## config.mk

```make
export PLATFORM = sky130hd
export DESIGN_NAME = irq_and_watchdog_unit
export DESIGN_NICKNAME = d
export VERILOG_FILES = /design/src/irq_wdt_pkg.sv /design/src/irq_flag_bank.sv /design/src/watchdog_timer.sv /design/src/irq_and_watchdog_unit.sv
export SDC_FILE = /design/constraint.sdc
export NUM_CORES = 1
export LEC_CHECK = 0
export ABC_AREA = 1
export BUFFER_PORTS_ARGS = -buffer_cell sky130_fd_sc_hd__buf_2
export CORE_UTILIZATION = 45
export CTS_BUF_LIST = sky130_fd_sc_hd__clkbuf_8 sky130_fd_sc_hd__clkbuf_16
export DETAILED_ROUTE_END_ITERATION = 8
export PLACE_DENSITY = 0.73
export RECOVER_POWER = 100
export SETUP_SLACK_MARGIN = 0.15
export SLEW_MARGIN = 20
export SYNTH_ARGS = -nofsm -noshare
export SYNTH_HDL_FRONTEND = slang
export SYNTH_SLANG_ARGS = --single-unit
```

## constraint.sdc

```tcl
create_clock -name ref_clk_i -period 2 [get_ports ref_clk_i]
set_input_delay 0.2 -clock ref_clk_i [delete_from_list [all_inputs] [get_ports ref_clk_i]]
set_output_delay 0.2 -clock ref_clk_i [all_outputs]
set_load 0.005 [all_outputs]
```

## src/irq_wdt_pkg.sv

```systemverilog
package irq_wdt_pkg;

  localparam int CLK_MHZ = 25;
  localparam int VEC_W = 10;
  localparam logic [9:0] VEC_SW_TRAP = 10'h001;
  localparam logic [9:0] VEC_HW_IRQ = 10'h008;

  // Bit positions in the flag and enable registers
  localparam int BIT_TIMER0 = 0;
  localparam int BIT_TIMER1 = 1;
  localparam int BIT_PORTB = 2;
  localparam int BIT_EXT = 3;
  localparam int BIT_LOW_SUPPLY = 4;
  localparam int BIT_WATCHDOG = 6;
  localparam logic [7:0] IRQ_USED_MASK = 8'h5F;

  localparam logic [7:0] FLAG_RST = 8'h00;
  localparam logic [7:0] ENABLE_RST = 8'h00;
  localparam logic GIE_RST = 1'b0;
  localparam logic TIMEOUT_N_RST = 1'b1;

  // Watchdog base periods in microseconds
  localparam int WDT_T0_US = 3500;
  localparam int WDT_T1_US = 15000;
  localparam int WDT_T2_US = 60000;
  localparam int WDT_T3_US = 250000;
  localparam int WDT_T0_CYC = WDT_T0_US * CLK_MHZ;
  localparam int WDT_T1_CYC = WDT_T1_US * CLK_MHZ;
  localparam int WDT_T2_CYC = WDT_T2_US * CLK_MHZ;
  localparam int WDT_T3_CYC = WDT_T3_US * CLK_MHZ;
  localparam int WDT_CNT_W = 24;
  localparam int PRESC_W = 9;

  typedef enum logic [1:0] {
    ST_RUN,
    ST_SW_VEC,
    ST_HW_VEC
  } vec_state_t;

endpackage

```

## src/irq_flag_bank.sv

```systemverilog
`timescale 1ns/100ps
module irq_flag_bank (
  input wire logic clk_i,
  input wire logic rst_n_i,
  input wire logic [7:0] set_i,
  input wire logic wr_i,
  input wire logic [7:0] wdata_i,
  output logic [7:0] flag_o
);

  logic [7:0] flag_reg;

  genvar g;
  generate
    for (g = 0; g < 8; g++) begin : g_flag
      logic clr;
      assign clr = wr_i && !wdata_i[g];
      always_ff @(posedge clk_i or negedge rst_n_i) begin
        if (!rst_n_i) begin
          flag_reg[g] <= irq_wdt_pkg::FLAG_RST[g];
        end else if (set_i[g]) begin
          flag_reg[g] <= 1'b1; // RQ24
        end else if (clr) begin
          flag_reg[g] <= 1'b0; // RQ5
        end
      end
    end
  endgenerate

  assign flag_o = flag_reg & irq_wdt_pkg::IRQ_USED_MASK;

  AST_SET_WINS: assert property (@(posedge clk_i) disable iff (!rst_n_i)
    (set_i[0] && wr_i && !wdata_i[0]) |=> flag_o[0]) // RQ24
    else $error("flag lost when set met clear");

endmodule

```

## src/watchdog_timer.sv

```systemverilog
`timescale 1ns/100ps
module watchdog_timer #(
  parameter int T0_CYC = irq_wdt_pkg::WDT_T0_CYC,
  parameter int T1_CYC = irq_wdt_pkg::WDT_T1_CYC,
  parameter int T2_CYC = irq_wdt_pkg::WDT_T2_CYC,
  parameter int T3_CYC = irq_wdt_pkg::WDT_T3_CYC
) (
  input wire logic clk_i,
  input wire logic rst_n_i,
  input wire logic run_i,
  input wire logic clear_i,
  input wire logic [1:0] period_sel_i,
  input wire logic presc_on_i,
  input wire logic [2:0] ratio_sel_i,
  input wire logic irq_mode_i,
  output logic expire_o
);

  logic [irq_wdt_pkg::WDT_CNT_W-1:0] base_reg;
  logic [irq_wdt_pkg::WDT_CNT_W-1:0] base_last;
  logic [irq_wdt_pkg::PRESC_W-1:0] presc_reg;
  logic [irq_wdt_pkg::PRESC_W-1:0] presc_last;
  logic base_tick;

  always_comb begin
    case (period_sel_i) // RQ18
      2'h0: base_last = irq_wdt_pkg::WDT_CNT_W'(T0_CYC - 1);
      2'h1: base_last = irq_wdt_pkg::WDT_CNT_W'(T1_CYC - 1);
      2'h2: base_last = irq_wdt_pkg::WDT_CNT_W'(T2_CYC - 1);
      default: base_last = irq_wdt_pkg::WDT_CNT_W'(T3_CYC - 1);
    endcase
  end

  // Reset mode divides 1..128, interrupt mode 2..256
  assign presc_last = presc_on_i ?
    (({{(irq_wdt_pkg::PRESC_W-1){1'b0}}, 1'b1} << ratio_sel_i)
      << irq_mode_i) - 9'h001 : 9'h000; // RQ19 RQ20
  assign base_tick = run_i && (base_reg == base_last);
  assign expire_o = base_tick && (presc_reg >= presc_last);

  always_ff @(posedge clk_i or negedge rst_n_i) begin
    if (!rst_n_i) begin
      base_reg <= '0;
    end else if (clear_i || !run_i || base_tick) begin
      base_reg <= '0; // RQ21
    end else begin
      base_reg <= base_reg + 1'b1;
    end
  end

  always_ff @(posedge clk_i or negedge rst_n_i) begin
    if (!rst_n_i) begin
      presc_reg <= '0;
    end else if (clear_i || !run_i || expire_o) begin
      presc_reg <= '0; // RQ21
    end else if (base_tick) begin
      presc_reg <= presc_reg + 1'b1;
    end
  end

endmodule

```

## src/irq_and_watchdog_unit.sv

```systemverilog
`timescale 1ns/100ps
// Function
// RQ1: Six hardware sources, timers, watchdog, port B, external, low supply.
// RQ2: Hardware requests need global enable, set and cleared by instructions.
// RQ3: Trap vectors to 0x001 whatever the enable, and clears global enable.
// RQ4: Return sets global enable and resumes the interrupted sequence.
// RQ5: Each event sets its sticky flag; only firmware writing 0 clears it.
// RQ6: A flag reads back set only when its enable bit is 1.
// RQ7: Flag, enable and global enable all set: vector to 0x008, clear global.
// RQ8: Firmware must not put enable right before return-from-interrupt.
// RQ9: Timer0 overflow sets its flag; serviced with its enable and global.
// RQ10: Timer1 underflow sets its flag; serviced with its enable and global.
// RQ11: Watchdog expiry in interrupt mode sets flag bit 6.
// RQ12: Change on a wake-selected input pin of port B sets the change flag.
// RQ13: External select on pin zero disables change detection there.
// RQ14: Selected edge on pin zero, under external select, sets its flag.
// RQ15: Low-supply detector falling edge sets the low-supply flag.
// RQ16: Configuration enables watchdog; run enable starts and stops it.
// RQ17: Expiry resets or interrupts per configuration; clears timeout status.
// RQ18: Base timeout is 3.5, 15, 60 or 250 ms by a two-bit selection.
// RQ19: Prescaler routed to watchdog lengthens timeout by the selected ratio.
// RQ20: Ratio spans 1:1..1:128 in reset mode, 1:2..1:256 in interrupt mode.
// RQ21: Clear-watchdog clears counter and prescaler, sets timeout status to 1; an expiry in the same cycle wins here and sets it to 0.
// RQ22: Watchdog keeps counting regardless of core standby or halt.
// RQ23: Detector works only when its enable is 1; live level is readable.
// RQ24: A hardware set in the same cycle as a firmware clear wins.
module irq_and_watchdog_unit #(
  parameter int WDT_T0_CYC = irq_wdt_pkg::WDT_T0_CYC,
  parameter int WDT_T1_CYC = irq_wdt_pkg::WDT_T1_CYC,
  parameter int WDT_T2_CYC = irq_wdt_pkg::WDT_T2_CYC,
  parameter int WDT_T3_CYC = irq_wdt_pkg::WDT_T3_CYC
) (
  input wire logic ref_clk_i,
  input wire logic arst_n_i,
  input wire logic timer0_overflow_i,
  input wire logic timer1_underflow_i,
  input wire logic [7:0] portb_pins_i,
  input wire logic [7:0] portb_is_input_i,
  input wire logic [7:0] portb_wake_select_i,
  input wire logic ext_irq_select_i,
  input wire logic ext_edge_select_i,
  input wire logic low_supply_detect_on_i,
  input wire logic low_supply_comp_i,
  input wire logic enable_irqs_instr_i,
  input wire logic disable_irqs_instr_i,
  input wire logic sw_trap_instr_i,
  input wire logic return_from_isr_instr_i,
  input wire logic clear_watchdog_instr_i,
  input wire logic flag_wr_i,
  input wire logic [7:0] flag_wdata_i,
  input wire logic enable_wr_i,
  input wire logic [7:0] enable_wdata_i,
  input wire logic wdt_cfg_enable_i,
  input wire logic wdt_cfg_irq_mode_i,
  input wire logic [1:0] wdt_cfg_period_sel_i,
  input wire logic watchdog_run_enable_i,
  input wire logic prescaler_to_watchdog_i,
  input wire logic [2:0] prescaler_ratio_sel_i,
  output logic global_irq_enable_o,
  output logic vector_fetch_o,
  output logic [9:0] vector_addr_o,
  output logic [7:0] irq_flag_reg_o,
  output logic [7:0] irq_enable_reg_o,
  output logic timeout_status_n_o,
  output logic watchdog_reset_o,
  output logic low_supply_level_o
);

  function automatic logic edge_hit(input logic prev, input logic cur,
                                    input logic rising);
    edge_hit = rising ? (!prev && cur) : (prev && !cur);
  endfunction

  logic rst_meta_reg;
  logic rst_n_reg;
  logic rst_n;
  logic primed_reg;
  logic [7:0] portb_prev_reg;
  logic lvd_prev_reg;
  logic [7:0] irq_enable_reg;
  logic [7:0] flags;
  logic [7:0] set_vec;
  logic [7:0] pb_watch;
  logic pb_change;
  logic ext_edge;
  logic lvd_fall;
  logic wdt_run;
  logic wdt_expire;
  logic gie_reg;
  logic gie_next;
  logic timeout_n_reg;
  logic wdt_reset_reg;
  logic lvd_level_reg;
  logic hw_pending;
  logic hw_take;
  irq_wdt_pkg::vec_state_t state_reg;
  irq_wdt_pkg::vec_state_t state_next;
  logic [9:0] vec_addr_reg;

  // Reset release through two flops
  always_ff @(posedge ref_clk_i or negedge arst_n_i) begin
    if (!arst_n_i) begin
      rst_meta_reg <= 1'b0;
      rst_n_reg <= 1'b0;
    end else begin
      rst_meta_reg <= 1'b1;
      rst_n_reg <= rst_meta_reg;
    end
  end
  assign rst_n = rst_n_reg;

  // Edge history; first sample only primes it to avoid a bogus change
  always_ff @(posedge ref_clk_i or negedge rst_n) begin
    if (!rst_n) begin
      primed_reg <= 1'b0;
      portb_prev_reg <= 8'h00;
      lvd_prev_reg <= 1'b1;
    end else begin
      primed_reg <= 1'b1;
      portb_prev_reg <= portb_pins_i;
      lvd_prev_reg <= low_supply_comp_i;
    end
  end

  assign pb_watch = portb_is_input_i & portb_wake_select_i &
                    {7'h7F, !ext_irq_select_i}; // RQ13
  assign pb_change = primed_reg &&
                     |((portb_pins_i ^ portb_prev_reg) & pb_watch); // RQ12
  assign ext_edge = primed_reg && ext_irq_select_i &&
                    edge_hit(portb_prev_reg[0], portb_pins_i[0],
                             ext_edge_select_i); // RQ14
  // Detector ignored while switched off
  assign lvd_fall = primed_reg && low_supply_detect_on_i && // RQ15 RQ23
                    edge_hit(lvd_prev_reg, low_supply_comp_i, 1'b0);

  always_ff @(posedge ref_clk_i or negedge rst_n) begin
    if (!rst_n) begin
      lvd_level_reg <= 1'b1;
    end else begin
      lvd_level_reg <= low_supply_detect_on_i ?
                       low_supply_comp_i : 1'b1; // RQ23
    end
  end

  // Watchdog, counted on the always-running reference clock
  assign wdt_run = wdt_cfg_enable_i && watchdog_run_enable_i; // RQ16 RQ22

  watchdog_timer #(
    .T0_CYC(WDT_T0_CYC),
    .T1_CYC(WDT_T1_CYC),
    .T2_CYC(WDT_T2_CYC),
    .T3_CYC(WDT_T3_CYC)
  ) u_wdt (
    .clk_i(ref_clk_i),
    .rst_n_i(rst_n),
    .run_i(wdt_run),
    .clear_i(clear_watchdog_instr_i),
    .period_sel_i(wdt_cfg_period_sel_i),
    .presc_on_i(prescaler_to_watchdog_i),
    .ratio_sel_i(prescaler_ratio_sel_i),
    .irq_mode_i(wdt_cfg_irq_mode_i),
    .expire_o(wdt_expire)
  );

  always_ff @(posedge ref_clk_i or negedge rst_n) begin
    if (!rst_n) begin
      timeout_n_reg <= irq_wdt_pkg::TIMEOUT_N_RST;
    end else if (wdt_expire) begin
      timeout_n_reg <= 1'b0; // RQ17
    end else if (clear_watchdog_instr_i) begin
      timeout_n_reg <= 1'b1; // RQ21
    end
  end

  always_ff @(posedge ref_clk_i or negedge rst_n) begin
    if (!rst_n) begin
      wdt_reset_reg <= 1'b0;
    end else begin
      wdt_reset_reg <= wdt_expire && !wdt_cfg_irq_mode_i; // RQ17
    end
  end

  // Flag sources
  always_comb begin
    set_vec = 8'h00;
    set_vec[irq_wdt_pkg::BIT_TIMER0] = timer0_overflow_i; // RQ9
    set_vec[irq_wdt_pkg::BIT_TIMER1] = timer1_underflow_i; // RQ10
    set_vec[irq_wdt_pkg::BIT_PORTB] = pb_change; // RQ12
    set_vec[irq_wdt_pkg::BIT_EXT] = ext_edge; // RQ14
    set_vec[irq_wdt_pkg::BIT_LOW_SUPPLY] = lvd_fall; // RQ15
    set_vec[irq_wdt_pkg::BIT_WATCHDOG] = wdt_expire &&
                                         wdt_cfg_irq_mode_i; // RQ11
  end

  irq_flag_bank u_flags (
    .clk_i(ref_clk_i),
    .rst_n_i(rst_n),
    .set_i(set_vec),
    .wr_i(flag_wr_i),
    .wdata_i(flag_wdata_i),
    .flag_o(flags)
  );

  always_ff @(posedge ref_clk_i or negedge rst_n) begin
    if (!rst_n) begin
      irq_enable_reg <= irq_wdt_pkg::ENABLE_RST;
    end else if (enable_wr_i) begin
      irq_enable_reg <= enable_wdata_i & irq_wdt_pkg::IRQ_USED_MASK;
    end
  end

  // Masked readback; raw flags stay hidden behind their enables
  assign irq_flag_reg_o = flags & irq_enable_reg; // RQ6
  assign irq_enable_reg_o = irq_enable_reg;

  assign hw_pending = |(flags & irq_enable_reg); // RQ1
  // One vector at a time; trap beats a hardware request
  assign hw_take = (state_reg == irq_wdt_pkg::ST_RUN) &&
                   !sw_trap_instr_i && gie_reg && hw_pending; // RQ2 RQ7

  always_comb begin
    gie_next = gie_reg;
    if (sw_trap_instr_i || hw_take) begin
      gie_next = 1'b0; // RQ3 RQ7
    end else if (disable_irqs_instr_i) begin
      gie_next = 1'b0; // RQ2
    end else if (enable_irqs_instr_i || return_from_isr_instr_i) begin
      gie_next = 1'b1; // RQ2 RQ4
    end
  end

  always_ff @(posedge ref_clk_i or negedge rst_n) begin
    if (!rst_n) begin
      gie_reg <= irq_wdt_pkg::GIE_RST;
    end else begin
      gie_reg <= gie_next;
    end
  end

  always_comb begin
    case (state_reg)
      irq_wdt_pkg::ST_RUN: begin
        if (sw_trap_instr_i) begin
          state_next = irq_wdt_pkg::ST_SW_VEC; // RQ3
        end else if (hw_take) begin
          state_next = irq_wdt_pkg::ST_HW_VEC; // RQ7
        end else begin
          state_next = irq_wdt_pkg::ST_RUN;
        end
      end
      default: state_next = irq_wdt_pkg::ST_RUN;
    endcase
  end

  always_ff @(posedge ref_clk_i or negedge rst_n) begin
    if (!rst_n) begin
      state_reg <= irq_wdt_pkg::ST_RUN;
    end else begin
      state_reg <= state_next;
    end
  end

  always_ff @(posedge ref_clk_i or negedge rst_n) begin
    if (!rst_n) begin
      vec_addr_reg <= irq_wdt_pkg::VEC_HW_IRQ;
    end else if (state_next == irq_wdt_pkg::ST_SW_VEC) begin
      vec_addr_reg <= irq_wdt_pkg::VEC_SW_TRAP; // RQ3
    end else if (state_next == irq_wdt_pkg::ST_HW_VEC) begin
      vec_addr_reg <= irq_wdt_pkg::VEC_HW_IRQ; // RQ7
    end
  end

  assign global_irq_enable_o = gie_reg;
  assign vector_fetch_o = (state_reg != irq_wdt_pkg::ST_RUN);
  assign vector_addr_o = vec_addr_reg;
  assign timeout_status_n_o = timeout_n_reg;
  assign watchdog_reset_o = wdt_reset_reg;
  assign low_supply_level_o = lvd_level_reg;

  AST_TRAP_VECTOR: assert property (@(posedge ref_clk_i) disable iff (!rst_n)
    (sw_trap_instr_i && state_reg == irq_wdt_pkg::ST_RUN) |=>
      vector_fetch_o && vector_addr_o == 10'h001 &&
      !global_irq_enable_o) // RQ3
    else $error("trap did not vector to 0x001");

  AST_HW_VECTOR: assert property (@(posedge ref_clk_i) disable iff (!rst_n)
    hw_take |=> vector_fetch_o && vector_addr_o == 10'h008 &&
      !global_irq_enable_o) // RQ7
    else $error("hardware request did not vector to 0x008");

  AST_NO_IRQ_WHEN_OFF: assert property (@(posedge ref_clk_i)
    disable iff (!rst_n)
    (!global_irq_enable_o && !sw_trap_instr_i) |=> !vector_fetch_o) // RQ2
    else $error("vector taken with global enable clear");

  AST_RETURN_SETS_GIE: assert property (@(posedge ref_clk_i)
    disable iff (!rst_n)
    (return_from_isr_instr_i && !sw_trap_instr_i && !hw_take &&
     !disable_irqs_instr_i) |=> global_irq_enable_o) // RQ4
    else $error("return did not set global enable");

  AST_FLAG_STICKY: assert property (@(posedge ref_clk_i) disable iff (!rst_n)
    (flags[irq_wdt_pkg::BIT_TIMER0] && !flag_wr_i) |=>
      flags[irq_wdt_pkg::BIT_TIMER0]) // RQ5
    else $error("flag dropped without firmware write");

  AST_TIMER1_SETS: assert property (@(posedge ref_clk_i) disable iff (!rst_n)
    timer1_underflow_i |=> flags[irq_wdt_pkg::BIT_TIMER1]) // RQ10
    else $error("timer1 underflow lost");

  AST_MASKED_READ: assert property (@(posedge ref_clk_i) disable iff (!rst_n)
    (irq_flag_reg_o & ~irq_enable_reg_o) == 8'h00) // RQ6
    else $error("flag visible without enable");

  AST_PB0_MASKED: assert property (@(posedge ref_clk_i) disable iff (!rst_n)
    (ext_irq_select_i && $changed(portb_pins_i[0]) &&
     portb_pins_i[7:1] == $past(portb_pins_i[7:1])) |-> !pb_change) // RQ13
    else $error("pin zero change seen while external select");

  AST_WDT_TIMEOUT_BIT: assert property (@(posedge ref_clk_i)
    disable iff (!rst_n)
    wdt_expire |=> !timeout_status_n_o) // RQ17
    else $error("timeout status not cleared on expiry");

  AST_CLEAR_WATCHDOG_INSTR_SETS: assert property (@(posedge ref_clk_i) disable iff (!rst_n)
    (clear_watchdog_instr_i && !wdt_expire) |=> timeout_status_n_o) // RQ21
    else $error("clear-watchdog did not set timeout status");

  AST_WDT_IRQ_FLAG: assert property (@(posedge ref_clk_i) disable iff (!rst_n)
    (wdt_expire && wdt_cfg_irq_mode_i) |=>
      flags[irq_wdt_pkg::BIT_WATCHDOG] && !watchdog_reset_o) // RQ11
    else $error("watchdog interrupt mode misbehaved");

  AST_LVD_OFF: assert property (@(posedge ref_clk_i) disable iff (!rst_n)
    (!low_supply_detect_on_i && !flags[irq_wdt_pkg::BIT_LOW_SUPPLY]) |=>
      !flags[irq_wdt_pkg::BIT_LOW_SUPPLY]) // RQ23
    else $error("detector event while switched off");

  COV_TRAP: cover property (@(posedge ref_clk_i) disable iff (!rst_n)
    sw_trap_instr_i ##1 vector_fetch_o);
  COV_HW: cover property (@(posedge ref_clk_i) disable iff (!rst_n)
    hw_take ##1 vector_fetch_o ##[1:20] return_from_isr_instr_i);
  COV_WDT_RESET: cover property (@(posedge ref_clk_i) disable iff (!rst_n)
    watchdog_reset_o);

endmodule

```

Word-level counts from Yosys, hierarchy flattened
Cells that the tools add are included.

Div/mod/pow operators: 0. Reduce and logical (&&, ||, !) cells: 55. Shift operators: 2. Multiplexer cells: 29. Eq/ne operators: 5. $mul: 0. Bitwise operators: 5. $lt $le $gt $ge: 1. Add/sub/neg operators: 3.

Operators with widths (number): $pmux 23 s3 (1); $mux 9 (3); $add 24x1->24 const B (1); $and 8x8->8 (3); $eq 24x23->1 (1); $mux 24 (1); $logic_and 1x1->1 (22); $mux 10 (2); $reduce_bool 2->1 (10); $mux 1 (19); $reduce_or 8->1 (2); $logic_not 1->1 (13); $add 9x1->9 const B (1); $ge 9x9->1 (1); $shl 1x3->9 const A (1); $shl 9x1->9 (1); $sub 9x1->9 const B (1); $xor 8x8->8 (1); $and 7x7->7 (1); $mux 2 (3); $logic_or 1x1->1 (5); $eq 2x1->1 const B (2); $eq 2x2->1 const B (2); $logic_not 2->1 (2); $reduce_bool 3->1 (1).

Memories: 0. Latch bits: 0. Register bits: 73. RAM bits: 0. Output and inout bits: 31. Memory bits (read-only): 0.

Depth between registers and ports, before layout
Gate-level depths: netlist (run 1).

Depth in word-level cells: 10. Mapped depth: 20. Gate-level depth less buffers: 19.

Cells and area by module
From an unflattened synthesis (run 1), not the netlist that was laid out.

Cell total of the unflattened synthesis: 592. Area, all modules: 4259.1 µm².

By module, submodules not included: watchdog_timer (sequential area each 825.8 µm², cells an instance 403, times used 1, area each 2687.6 µm²); irq_and_watchdog_unit (sequential area each 655.6 µm², cells an instance 150, times used 1, area each 1290.0 µm²); irq_flag_bank (sequential area each 150.1 µm², cells an instance 39, times used 1, area each 281.5 µm²).

Worst setup path after synthesis (run 1)
No wires, ideal clock.

Kind: input to register. Start point: in wdt_cfg_irq_mode_i. End point: reg u_wdt.presc_reg[0] (netlist name). Buffers on the path: 2. Arrival time: 2.497 ns. Setup time: 0.066 ns. Path slack: -0.563 ns. Required time: 1.934 ns. Cell stages on the path: 15. Path through: buf_2 inv_1 nand2_1 o21ai_0 or2_2 ha_1 or2_2 ha_1 nand2_1 nor2_1 and3_1 nor2_1 clkbuf_1 nand4_1 nand2_1.

Cells in the longest elaborated chain, start to end: 7. Elaborated cells between the ends (all ways): 8. Classes of those cells: add/sub (1); order compare (1); shift (1); mux (2); reduce/logical (3).

RTL lines: start: declaration (RTL line irq_and_watchdog_unit.sv:54) `input wire logic wdt_cfg_irq_mode_i,`; $shl 9x1->9 (*) (RTL line watchdog_timer.sv:36) `(({{(irq_wdt_pkg::PRESC_W-1){1'b0}}, 1'b1} << ratio_sel_i)`; $sub 9x1->9 (*) (RTL line watchdog_timer.sv:37) `<< irq_mode_i) - 9'h001 : 9'h000;`; $mux 9 (*) (RTL line watchdog_timer.sv:35) `assign presc_last = presc_on_i ?`; $ge 9x9->1 (*) (RTL line watchdog_timer.sv:39) `assign expire_o = base_tick && (presc_reg >= presc_last);`; $logic_and 1x1->1 (*) (RTL line watchdog_timer.sv:39); $logic_or 1x1->1 (*) (RTL line watchdog_timer.sv:54) `end else if (clear_i || !run_i || expire_o) begin`; $mux 9 or $reduce_bool 2->1 (tied branches); end signal: assignment (RTL line watchdog_timer.sv:57) `presc_reg <= presc_reg + 1'b1;`; end: declaration (RTL line watchdog_timer.sv:21) `logic [irq_wdt_pkg::PRESC_W-1:0] presc_reg;`.

Mark *: on every way between the ends. The rest lies on a longest branch, timed or not. A chain may end at the register's enable or synchronous reset.

Final worst setup path (run 1)
Start point: in prescaler_ratio_sel_i[1]. End point: reg u_flags.flag_reg[6] (netlist: u_flags.flag_o[6]).

Cells in the longest elaborated chain, start to end: 8. Elaborated cells between the ends (all ways): 9. Classes of those cells: add/sub (1); order compare (1); shift (2); mux (2); reduce/logical (3).

RTL lines: start: declaration (RTL line irq_and_watchdog_unit.sv:58) `input wire logic [2:0] prescaler_ratio_sel_i,`; $shl 1x3->9 (*) (RTL line watchdog_timer.sv:36); $shl 9x1->9 (*) (RTL line watchdog_timer.sv:36); $sub 9x1->9 (*) (RTL line watchdog_timer.sv:37); $mux 9 (*) (RTL line watchdog_timer.sv:35); $ge 9x9->1 (*) (RTL line watchdog_timer.sv:39); $logic_and 1x1->1 (*) (RTL line watchdog_timer.sv:39); $logic_and 1x1->1 (*) (RTL line irq_and_watchdog_unit.sv:191) `set_vec[irq_wdt_pkg::BIT_WATCHDOG] = wdt_expire &&`; $mux 1 or $reduce_bool 2->1 (tied branches); end signal: indexed assignment (RTL line irq_flag_bank.sv:20) `flag_reg[g] <= irq_wdt_pkg::FLAG_RST[g];`; end: declaration (RTL line irq_flag_bank.sv:11) `logic [7:0] flag_reg;`.

Marks and branches as above.

==> flow_summary.json, run 1 <==
{
  "firstDrtPassIters": 6,
  "place_congestion": 0.918,
  "hp-start": "sw_trap_instr_i",
  "grt.overflow.total": 0,
  "diodes": 0,
  "finalCriticalPeriod_ps": 2040,
  "largest_reg_flops": 24,
  "clk_latency_ps": 340,
  "rsz0062_at_grt": "true",
  "switchingPower_uw": 814,
  "cp_top_family": "simple AND/OR/NAND/NOR gates",
  "seq_area_mm2": 0.00163,
  "cp-startpoint": "prescaler_ratio_sel_i[1]",
  "yosys_warnings": 0,
  "synthesis.instances": 538,
  "cts-root-buf": "clkbuf_8",
  "power_leakage_uw": 0.00261,
  "multi_input_area_mm2": 0.00226,
  "ios": 95,
  "worst_slew_pin_slew_ps": 956,
  "antenna_found_initial": 0,
  "numCtsBuffers": 9,
  "initialDrtViolationCount": 158,
  "clock.fmax_mhz": 490,
  "vdd_drop_max_mv": 0.434,
  "area_growth_pct": 29.0,
  "syn-cell-area_mm2": 0.00408,
  "ant_nets": 0,
  "fp.coreArea_mm2": 0.00876,
  "start_util_pct": 46.5,
  "ys_seq_elements": 65,
  "dp_hpwl_um": 7560,
  "total_power_uw": 3090,
  "critPathMostFrequentCell": "nand2_1",
  "die_x_um": 97.2,
  "hold-path-cell-count": 2,
  "cts.sinks": 65,
  "fin_crit_sh_pct": 102,
  "avgSynthCellArea_um2": 7.57,
  "critPathRequiredTime_ps": 2220,
  "post-route-drc-count": 0,
  "cp_cell_sequence": "buf_12 > nor2_4 > inv_2 > nor3_4 > inv_2 > ha_4 > xor2_1 > nand2_1 > ha_4 > nand2_2 > nand2_2 > nand2_1 > nand2_1 > nand2_1 > nand3_2 > nor2_4 > buf_6 > nand3b_1 > nand2_1",
  "wl_per_cell_um": 13.2,
  "critPathKind": "input port to flop",
  "crit_fanout": 6,
  "grt_max_degree": 32,
  "fin_ws_ps": -39.3,
  "r2r_cells": 9,
  "ys_types": 35,
  "path_depth": 19,
  "violations": "setup timing",
  "internal_power_uw": 2280,
  "p_clk_share_pct": 39.1,
  "skew_ps": 7.49,
  "drive_gt1_share_pct": 24.0,
  "crit_path_top_delay_cell": "ha_4",
  "cts.clk_slew.worst_paths_ps": 70,
  "drv_cap": 0,
  "start_kind": "input port",
  "num_vias": 3842,
  "r2r-start": "u_wdt.base_reg[11]",
  "rows": 34,
  "design.die.area_mm2": 0.00944,
  "htree_levels": 3,
  "critPathArrivalTime_ps": 2260,
  "place_ws_ps": -431,
  "wl_um": 10200,
  "comb_power_share_pct": 15.7,
  "cts_max_path_buffers": 2,
  "grt_pass1_wl_um": 17600,
  "numPortBuffers": 78,
  "grt_pass1_vias": 3944,
  "path_buf_inv": 4,
  "switching_share_pct": 26.3,
  "nets": 746,
  "die_height_um": 97.2,
  "status": "finished, violations left",
  "hold_viol": 0,
  "tritoncts": "done",
  "setup_viol": 2,
  "vias_per_cell": 4.96,
  "fillers": 814,
  "ys_seq_area_share_pct": 40.0,
  "end_kind": "flop",
  "slew-limit-headroom_pct": 36.3,
  "seq_power_share_pct": 45.2,
  "hold_path_class": "input port to flop",
  "power.density_mw_per_mm2": 588,
  "drv_slew": 0,
  "crit_path_max_incr_delay_ps": 230,
  "track_usage_pct": 23.0
}
[layout by cell type, fill, tap and decap left out, drive strengths merged, types with 2 or more instances in the layout]
master,count
o21ai,25
nand3b,4
inv,68
conb,14
clkbuf,33
xnor2,5
mux2,6
or2,3
xor2,23
a21oi,8
nand3,25
bufinv,2
buf,87
nand4,21
ha,20
dfstp,4
dlygate4sd3,11
o2111ai,2
clkinv,3
dfrtp,61
nor2,83
nand2,142
nor3,10
[cells by family (layout without fill, tap and decap cells)]
kind of cell,Yosys count,in the layout,synth area share [%]
AOI/OAI and AO/OA,38,38,5.28
xor gates and xnor gates,28,28,6.02
adders and majority gates,20,20,6.14
buffers and inverters,88,205,9.89
DFF,65,65,40.0
muxes,6,6,1.66
other,2,14,0.184
and+or+nand+nor,291,291,30.8
[final timing paths]
check,end,slack [ps]
min in group asynchronous,rst_meta_reg,180
max in group asynchronous,u_wdt.presc_reg[6],290
worst max-delay path,u_flags.flag_o[6],-40
worst min register to register,rst_n,350
worst min-delay path,global_irq_enable_o,30
worst max register to register,u_wdt.base_reg[19],110
[per-stage QoR]
stage          cells  instance area, µm²  setup TNS, ps  hold WS (ps)  util, %
2_1_floorplan    550                4200          -1680         -95.6        -
3_3_place_gp     744                4820          -4010         -13.6     55.0
3_5_place_dp     744                4820          -4500         -13.6     55.0
4_1_cts          774                5280          -12.4          13.9     60.3
5_1_grt          775                5260          -4500          12.4     60.0
6_report         775                5260          -60.4          30.5     60.0
[per-layer routing]
metal | GRT usage, % | wire (µm) | vias up
met3 | 5.97 | 508 | 21
met2 | 40.6 | 5230 | 128
met5 | 0 | 0 | -
met4 | 7.23 | 206 | 0
li1 | - | - | 1928
met1 | 27.2 | 4260 | 1765
[cell usage after synthesis (all sizes together)]
cell     count  area share [%]
o21ai       25             3.3
dfrtp       61              37
nand4       21             3.2
nor3b        1            0.18
nand3b       4            0.74
ha          20             6.1
a21o         1            0.18
nor4         1            0.15
a31oi        1            0.15
inv         67             6.2
nor3        10             1.4
nand2      142              13
xor2        23             4.9
dfstp        4             2.6
or2          3            0.46
xnor2        5             1.1
a21oi        8            0.98
nand3       25             3.2
nor2        83             8.2
buf         19             3.5
o2111ai      2            0.43
o31ai        1            0.18
conb         2            0.18
mux2         6             1.7
clkbuf       2            0.18
and3         1            0.15
[power by group through the flow]
| stage | registers, µW | clock network, µW | logic (µW) |
|---|---|---|---|
| CTS | 1400 | 1240 | 481 |
| global placement | 1420 | 0 | 411 |
| floorplan | 1430 | 0 | 242 |
| detailed placement | 1420 | 0 | 428 |
| global route | 1410 | 1290 | 548 |
| finish | 1400 | 1210 | 486 |
[final cells by class]
class / count / area share [%]
clock buffers: 9 / 2.36
flip-flops and latches: 65 / 31.0
inverters: 67 / 4.93
well taps: 108 / 2.57
clock inverters: 7 / 1.64
multi-input cells: 397 / 42.9
repair buffers: 122 / 14.6
[timing repair]
action                                  CTS  global route
endpoints found under the hold margin    12             0
hold buffers                             11             0
pin swaps                                19            17
gates cloned                              1             0
buffers inserted                          2             1
resized for setup                        30            15
endpoints found under the setup margin   12            15
(Power assumes the default switching activity.)
==> inputs of run 2 (changes only) <==
Settings changed: CORE_MARGIN set to 3, SKIP_LAST_GASP set to 1.
==> run 2 against run 1 <==
Global-route usage decreased by 2.0 points. Worst hold slack got worse by 1.5 ps. Total power decreased by 2.7%. Final cell count unchanged. Routed wire length decreased by 0.76%. The run still ends with setup timing left. Clock-buffer cell count increased by 1. Clock skew increased by 7.0 ps. Via count decreased by 1.2%. Sequential share of layout area increased by 0.091 points. First-iteration DRC count decreased by 27%. Fmax decreased by 1.7%. Non-clock buffer count unchanged.
==> flow_summary.json, run 2 (synthesis gave the netlist of run 1 again) <==
{
  "end_kind": "flop",
  "clk_latency_ps": 350,
  "grt_max_degree": 37,
  "fin_crit_sh_pct": 104,
  "crit_fanout": 6,
  "dp_hpwl_um": 7430,
  "cts.clk_slew.worst_paths_ps": 80,
  "hold_viol": 0,
  "skew_ps": 14.5,
  "cts-root-buf": "clkbuf_8",
  "critPathMostFrequentCell": "nand2_1",
  "firstDrtPassIters": 4,
  "place_congestion": 0.887,
  "track_usage_pct": 21.0,
  "fin_ws_ps": -75.1,
  "num_vias": 3795,
  "status": "finished, violations left",
  "setup_viol": 4,
  "die_x_um": 101,
  "setup_tns_ps": -103,
  "rows": 34,
  "rsz0062_at_grt": "true",
  "critPathRequiredTime_ps": 2230,
  "power_leakage_uw": 0.00260,
  "mostFrequentLayoutCells": "137 x nand2_1, 68 x nor2_1, 65 x inv_1",
  "finalNonFillerCells": 775,
  "crit_path_max_incr_delay_ps": 220,
  "post-route-drc-count": 0,
  "start_kind": "input port",
  "wl_per_cell_um": 13.1,
  "slew-limit-headroom_pct": 2.45,
  "numPortBuffers": 78,
  "dp.cells": 742,
  "crit_path_top_delay_cell": "nor3_4",
  "wl_um": 10100,
  "largest_reg_flops": 24,
  "die_height_um": 101,
  "numCtsBuffers": 9,
  "ant_nets": 0,
  "htree_levels": 3,
  "nets": 746,
  "fp.coreArea_mm2": 0.00876,
  "start_util_pct": 46.5,
  "place_ws_ps": -476,
  "grt_pass1_vias": 3752,
  "mostFrequentLayoutCell": "nand2_1",
  "drv_slew": 0,
  "power.density_mw_per_mm2": 573,
  "cts_max_path_buffers": 2,
  "cts.sinks": 65,
  "grt_pass1_wl_um": 17100,
  "diodes": 0,
  "whs_ps": 29.1,
  "finalCriticalPeriod_ps": 2080,
  "grt.overflow.total": 0,
  "critPathKind": "input port to flop",
  "drv_cap": 0,
  "fillers": 791,
  "worst_slew_pin_slew_ps": 1460,
  "area_growth_pct": 28.7,
  "design.die.area_mm2": 0.0102,
  "violations": "setup timing",
  "vias_per_cell": 4.90,
  "antenna_found_initial": 0,
  "critPathArrivalTime_ps": 2310,
  "ios": 95,
  "hold_path_class": "input port to flop",
  "initialDrtViolationCount": 115,
  "tritoncts": "done",
  "cp_cell_sequence": "buf_8 > nor2_4 > inv_2 > nor3_4 > inv_2 > ha_4 > nand2_4 > o21ai_1 > nand2_1 > ha_4 > nand2_1 > a21oi_1 > nor2_1 > nand3_2 > nor2_4 > buf_6 > nand3b_1 > nand2_1",
  "clock.fmax_mhz": 482,
  "drive_gt1_share_pct": 23.1,
  "vdd_drop_max_mv": 0.336
}
[run 2: changes by cell type in the layout (fill, tap and decap cells not counted), sizes merged]
cell / change
buf: -2
clkbuf: +2
clkinv: -2
bufinv: -1
clkinvlp: +1
dlygate4sd3: +1
inv: +1
[run 2: power by group]
group / leakage (µW) / switching, µW / internal (µW)
Clock: 0.000101 / 530 / 603
Combinational: 0.00166 / 262 / 223
Sequential: 0.000832 / 27.5 / 1360
[run 2: critical path, delay by kind of cell]
family                   cells  cell delay [ps]
AO/OA/AOI/OAI                2              110
adder cells (fa/ha/maj)      2              400
buffers and inverters        4              380
AND/OR/NAND/NOR             10             1190
[run 2: final cells by class]
type,count,area (µm²),area share [%]
multi-input combinational,397,2250,42.8
sequential,65,1630,31.1
timing repair buffer,122,776,14.8
inverter,67,256,4.89
clock buffer,10,138,2.62
tap,108,135,2.58
clock inverter,6,61.3,1.17
[run 2: timing repair]
action | CTS | global route
buffers inserted | 2 | 2
hold buffers | 12 | 0
pin swaps | 17 | 11
resized for setup | 28 | 14
gates cloned | 1 | 0
endpoints found under the setup margin | 12 | 13
endpoints found under the hold margin | 13 | 0
[run 2: per-layer routing]
metal,vias up,track usage [%],wire length [µm]
li1,1930,-,-
met1,1759,26.2,4490
met2,92,35.8,4980
met3,14,5.72,494
met4,0,6.03,161
met5,-,0,0
[run 2: final timing paths]
kind,start,to,cells after the start,slack [ps]
setup / recovery,prescaler_ratio_sel_i[1],u_flags.flag_o[6],18,-80
setup reg to reg,u_wdt.base_reg[0],u_wdt.base_reg[23],9,140
hold reg to reg,rst_meta_reg,rst_n,0,350
min in group asynchronous,arst_n_i,rst_meta_reg,2,170
max in group asynchronous,rst_n,u_flags.flag_o[1],1,440
hold / removal,sw_trap_instr_i,global_irq_enable_o,2,30
[run 2: metrics by stage]
step	instance area [µm²]	utilization [%]	power (µW)
2_1_floorplan	4200	-	1670
4_1_cts	5240	59.7	3030
6_report	5250	59.9	3010
5_1_grt	5250	59.9	3170
3_3_place_gp	4790	54.7	1830
3_5_place_dp	4790	54.7	1840
==> inputs of run 3 (changes only) <==
Settings changed: SKIP_CTS_REPAIR_TIMING set to 1.
==> run 3 against run 2 <==
The flow still finishes with violations (setup timing). Cell area is 0.29% lower. Via count decreased by 0.71%. Global-route usage decreased by 0.96 points. Flip-flop and latch count stayed put. Worst hold slack better by 1.1 ps. Sequential share of layout area rose by 0.089 points. Clock power about the same. Critical endpoint is now u_wdt.presc_reg[7]. Non-clock buffer count down 2. Die area stayed put. Critical path depth decreased by 1. Final cell count down 0.26%.
==> flow_summary.json, run 3 (synthesis gave the netlist of run 1 again) <==
{
  "status": "finished, violations left",
  "violations": "setup timing",
  "hold_path_class": "input port to flop",
  "seq_power_share_pct": 46.3,
  "drv_cap": 0,
  "track_usage_pct": 20.0,
  "place_congestion": 0.887,
  "start_kind": "input port",
  "drive_gt1_share_pct": 23.0,
  "r2r-start": "u_wdt.base_reg[0]",
  "hp-start": "sw_trap_instr_i",
  "ios": 95,
  "fin_crit_sh_pct": 104,
  "rows": 34,
  "firstDrtPassIters": 4,
  "worst_slew_pin_slew_ps": 1460,
  "power_leakage_uw": 0.00259,
  "fin_ws_ps": -75.3,
  "switching_share_pct": 27.2,
  "clk_latency_ps": 340,
  "cts.clk_slew.worst_paths_ps": 80,
  "die_x_um": 101,
  "largest_reg_flops": 24,
  "cts.sinks": 65,
  "setup_viol": 8,
  "vdd_drop_max_mv": 0.339,
  "grt_pass1_vias": 3611,
  "grt_pass1_wl_um": 16300,
  "dp_hpwl_um": 7430,
  "antenna_found_initial": 0,
  "critPathArrivalTime_ps": 2360,
  "fp.coreArea_mm2": 0.00876,
  "clock.fmax_mhz": 482,
  "comb_power_share_pct": 16.0,
  "hold-path-cell-count": 2,
  "whs_ps": 30.2,
  "wl_um": 10100,
  "crit_path_max_incr_delay_ps": 260,
  "numPortBuffers": 78,
  "r2r_end": "u_wdt.base_reg[23]",
  "skew_ps": 14.0,
  "post-route-drc-count": 0,
  "p_clk_share_pct": 37.7,
  "internal_power_uw": 2190,
  "mostFrequentLayoutCells": "135 x nand2_1, 70 x nor2_1, 65 x inv_1",
  "hold-path-endpoint": "global_irq_enable_o",
  "r2r_cells": 9,
  "start_util_pct": 46.5,
  "numCtsBuffers": 9,
  "ant_nets": 0,
  "slew-limit-headroom_pct": 2.39,
  "vias_per_cell": 4.87,
  "cts-root-buf": "clkbuf_8",
  "diodes": 0,
  "htree_levels": 3,
  "mostFrequentLayoutCell": "nand2_1",
  "power.density_mw_per_mm2": 574,
  "cts_max_path_buffers": 2,
  "wl_per_cell_um": 13.1,
  "hold_viol": 0,
  "rsz0062_at_grt": "true",
  "critPathKind": "input port to flop",
  "end_kind": "flop",
  "nets": 744,
  "grt.overflow.total": 0,
  "r2r_setup_slack_ps": 190,
  "grt_max_degree": 37,
  "design.die.area_mm2": 0.0102,
  "finalCriticalPeriod_ps": 2080,
  "die_height_um": 101,
  "place_ws_ps": -476,
  "initialDrtViolationCount": 96,
  "crit_fanout": 7,
  "drv_slew": 0,
  "critPathRequiredTime_ps": 2290,
  "switchingPower_uw": 818,
  "crit_path_top_delay_cell": "ha_4",
  "num_vias": 3768,
  "tritoncts": "done",
  "area_growth_pct": 28.4,
  "cp_cell_sequence": "clkbuf_4 > buf_12 > o21ai_2 > nor2_4 > nor2_4 > nand2_4 > o21ai_1 > nand2_1 > ha_4 > a21o_1 > nor2_1 > nand3_2 > nor2_2 > buf_6 > buf_6 > nand4_1 > nand2_1"
}
==> run 3: per-stage QoR <==
| step | cells | TNS (ps) | area [µm²] | utilization [%] | total power [µW] |
|---|---|---|---|---|---|
| 2_1_floorplan | 550 | -1680 | 4200 | - | 1670 |
| 3_3_place_gp | 742 | -4240 | 4790 | 54.7 | 1830 |
| 3_5_place_dp | 742 | -4760 | 4790 | 54.7 | 1840 |
| 4_1_cts | 758 | -525 | 4990 | 57.0 | 2980 |
| 5_1_grt | 773 | -1650 | 5230 | 59.7 | 3170 |
| 6_report | 773 | -475 | 5230 | 59.7 | 3000 |
==> run 3: power by group through the flow <==
stage | sequential (µW) | clock, µW | combinational (µW)
floorplan | 1430 | 0 | 242
global placement | 1410 | 0 | 417
detailed placement | 1410 | 0 | 428
CTS | 1390 | 1160 | 429
global route | 1400 | 1230 | 542
finish | 1390 | 1130 | 481
==> run 3: worst max-delay path: cells and delay by family <==
family | cells | cell delay [ps]
adder cells (fa/ha/maj) | 1 | 260
AO/OA/AOI/OAI | 3 | 460
AND/OR/NAND/NOR | 9 | 870
buffers and inverters | 4 | 550
==> run 3: final cells by class <==
| type | count | area [µm²] |
|---|---|---|
| tap | 108 | 135 |
| clock buffer | 10 | 138 |
| inverter | 67 | 254 |
| sequential | 65 | 1630 |
| fill | 800 | 3530 |
| clock inverter | 6 | 61.3 |
| timing repair buffer | 120 | 757 |
| multi-input combinational | 397 | 2250 |
==> run 3: worst max path at each step <==
stage	startpoint	to	slack (ps)	cells past startpoint
2_1_floorplan	wdt_cfg_irq_mode_i	u_wdt.presc_reg[2]	-170	19
3_3_place_gp	prescaler_ratio_sel_i[0]	u_flags.flag_o[6]	-410	18
3_5_place_dp	wdt_cfg_irq_mode_i	u_flags.flag_o[6]	-480	17
4_1_cts	wdt_cfg_irq_mode_i	u_flags.flag_o[6]	-120	16
5_1_grt	prescaler_ratio_sel_i[1]	u_wdt.presc_reg[6]	-200	20
6_report	wdt_cfg_irq_mode_i	u_wdt.presc_reg[7]	-80	17
==> run 3: metal layers <==
layer | GRT usage, % | part of all wire [%] | up-vias
li1 | - | - | 1927
met1 | 25.4 | 44 | 1711
met2 | 33.1 | 49 | 118
met3 | 5.92 | 5.3 | 12
met4 | 6.24 | 1.6 | 0
met5 | 0 | 0 | -
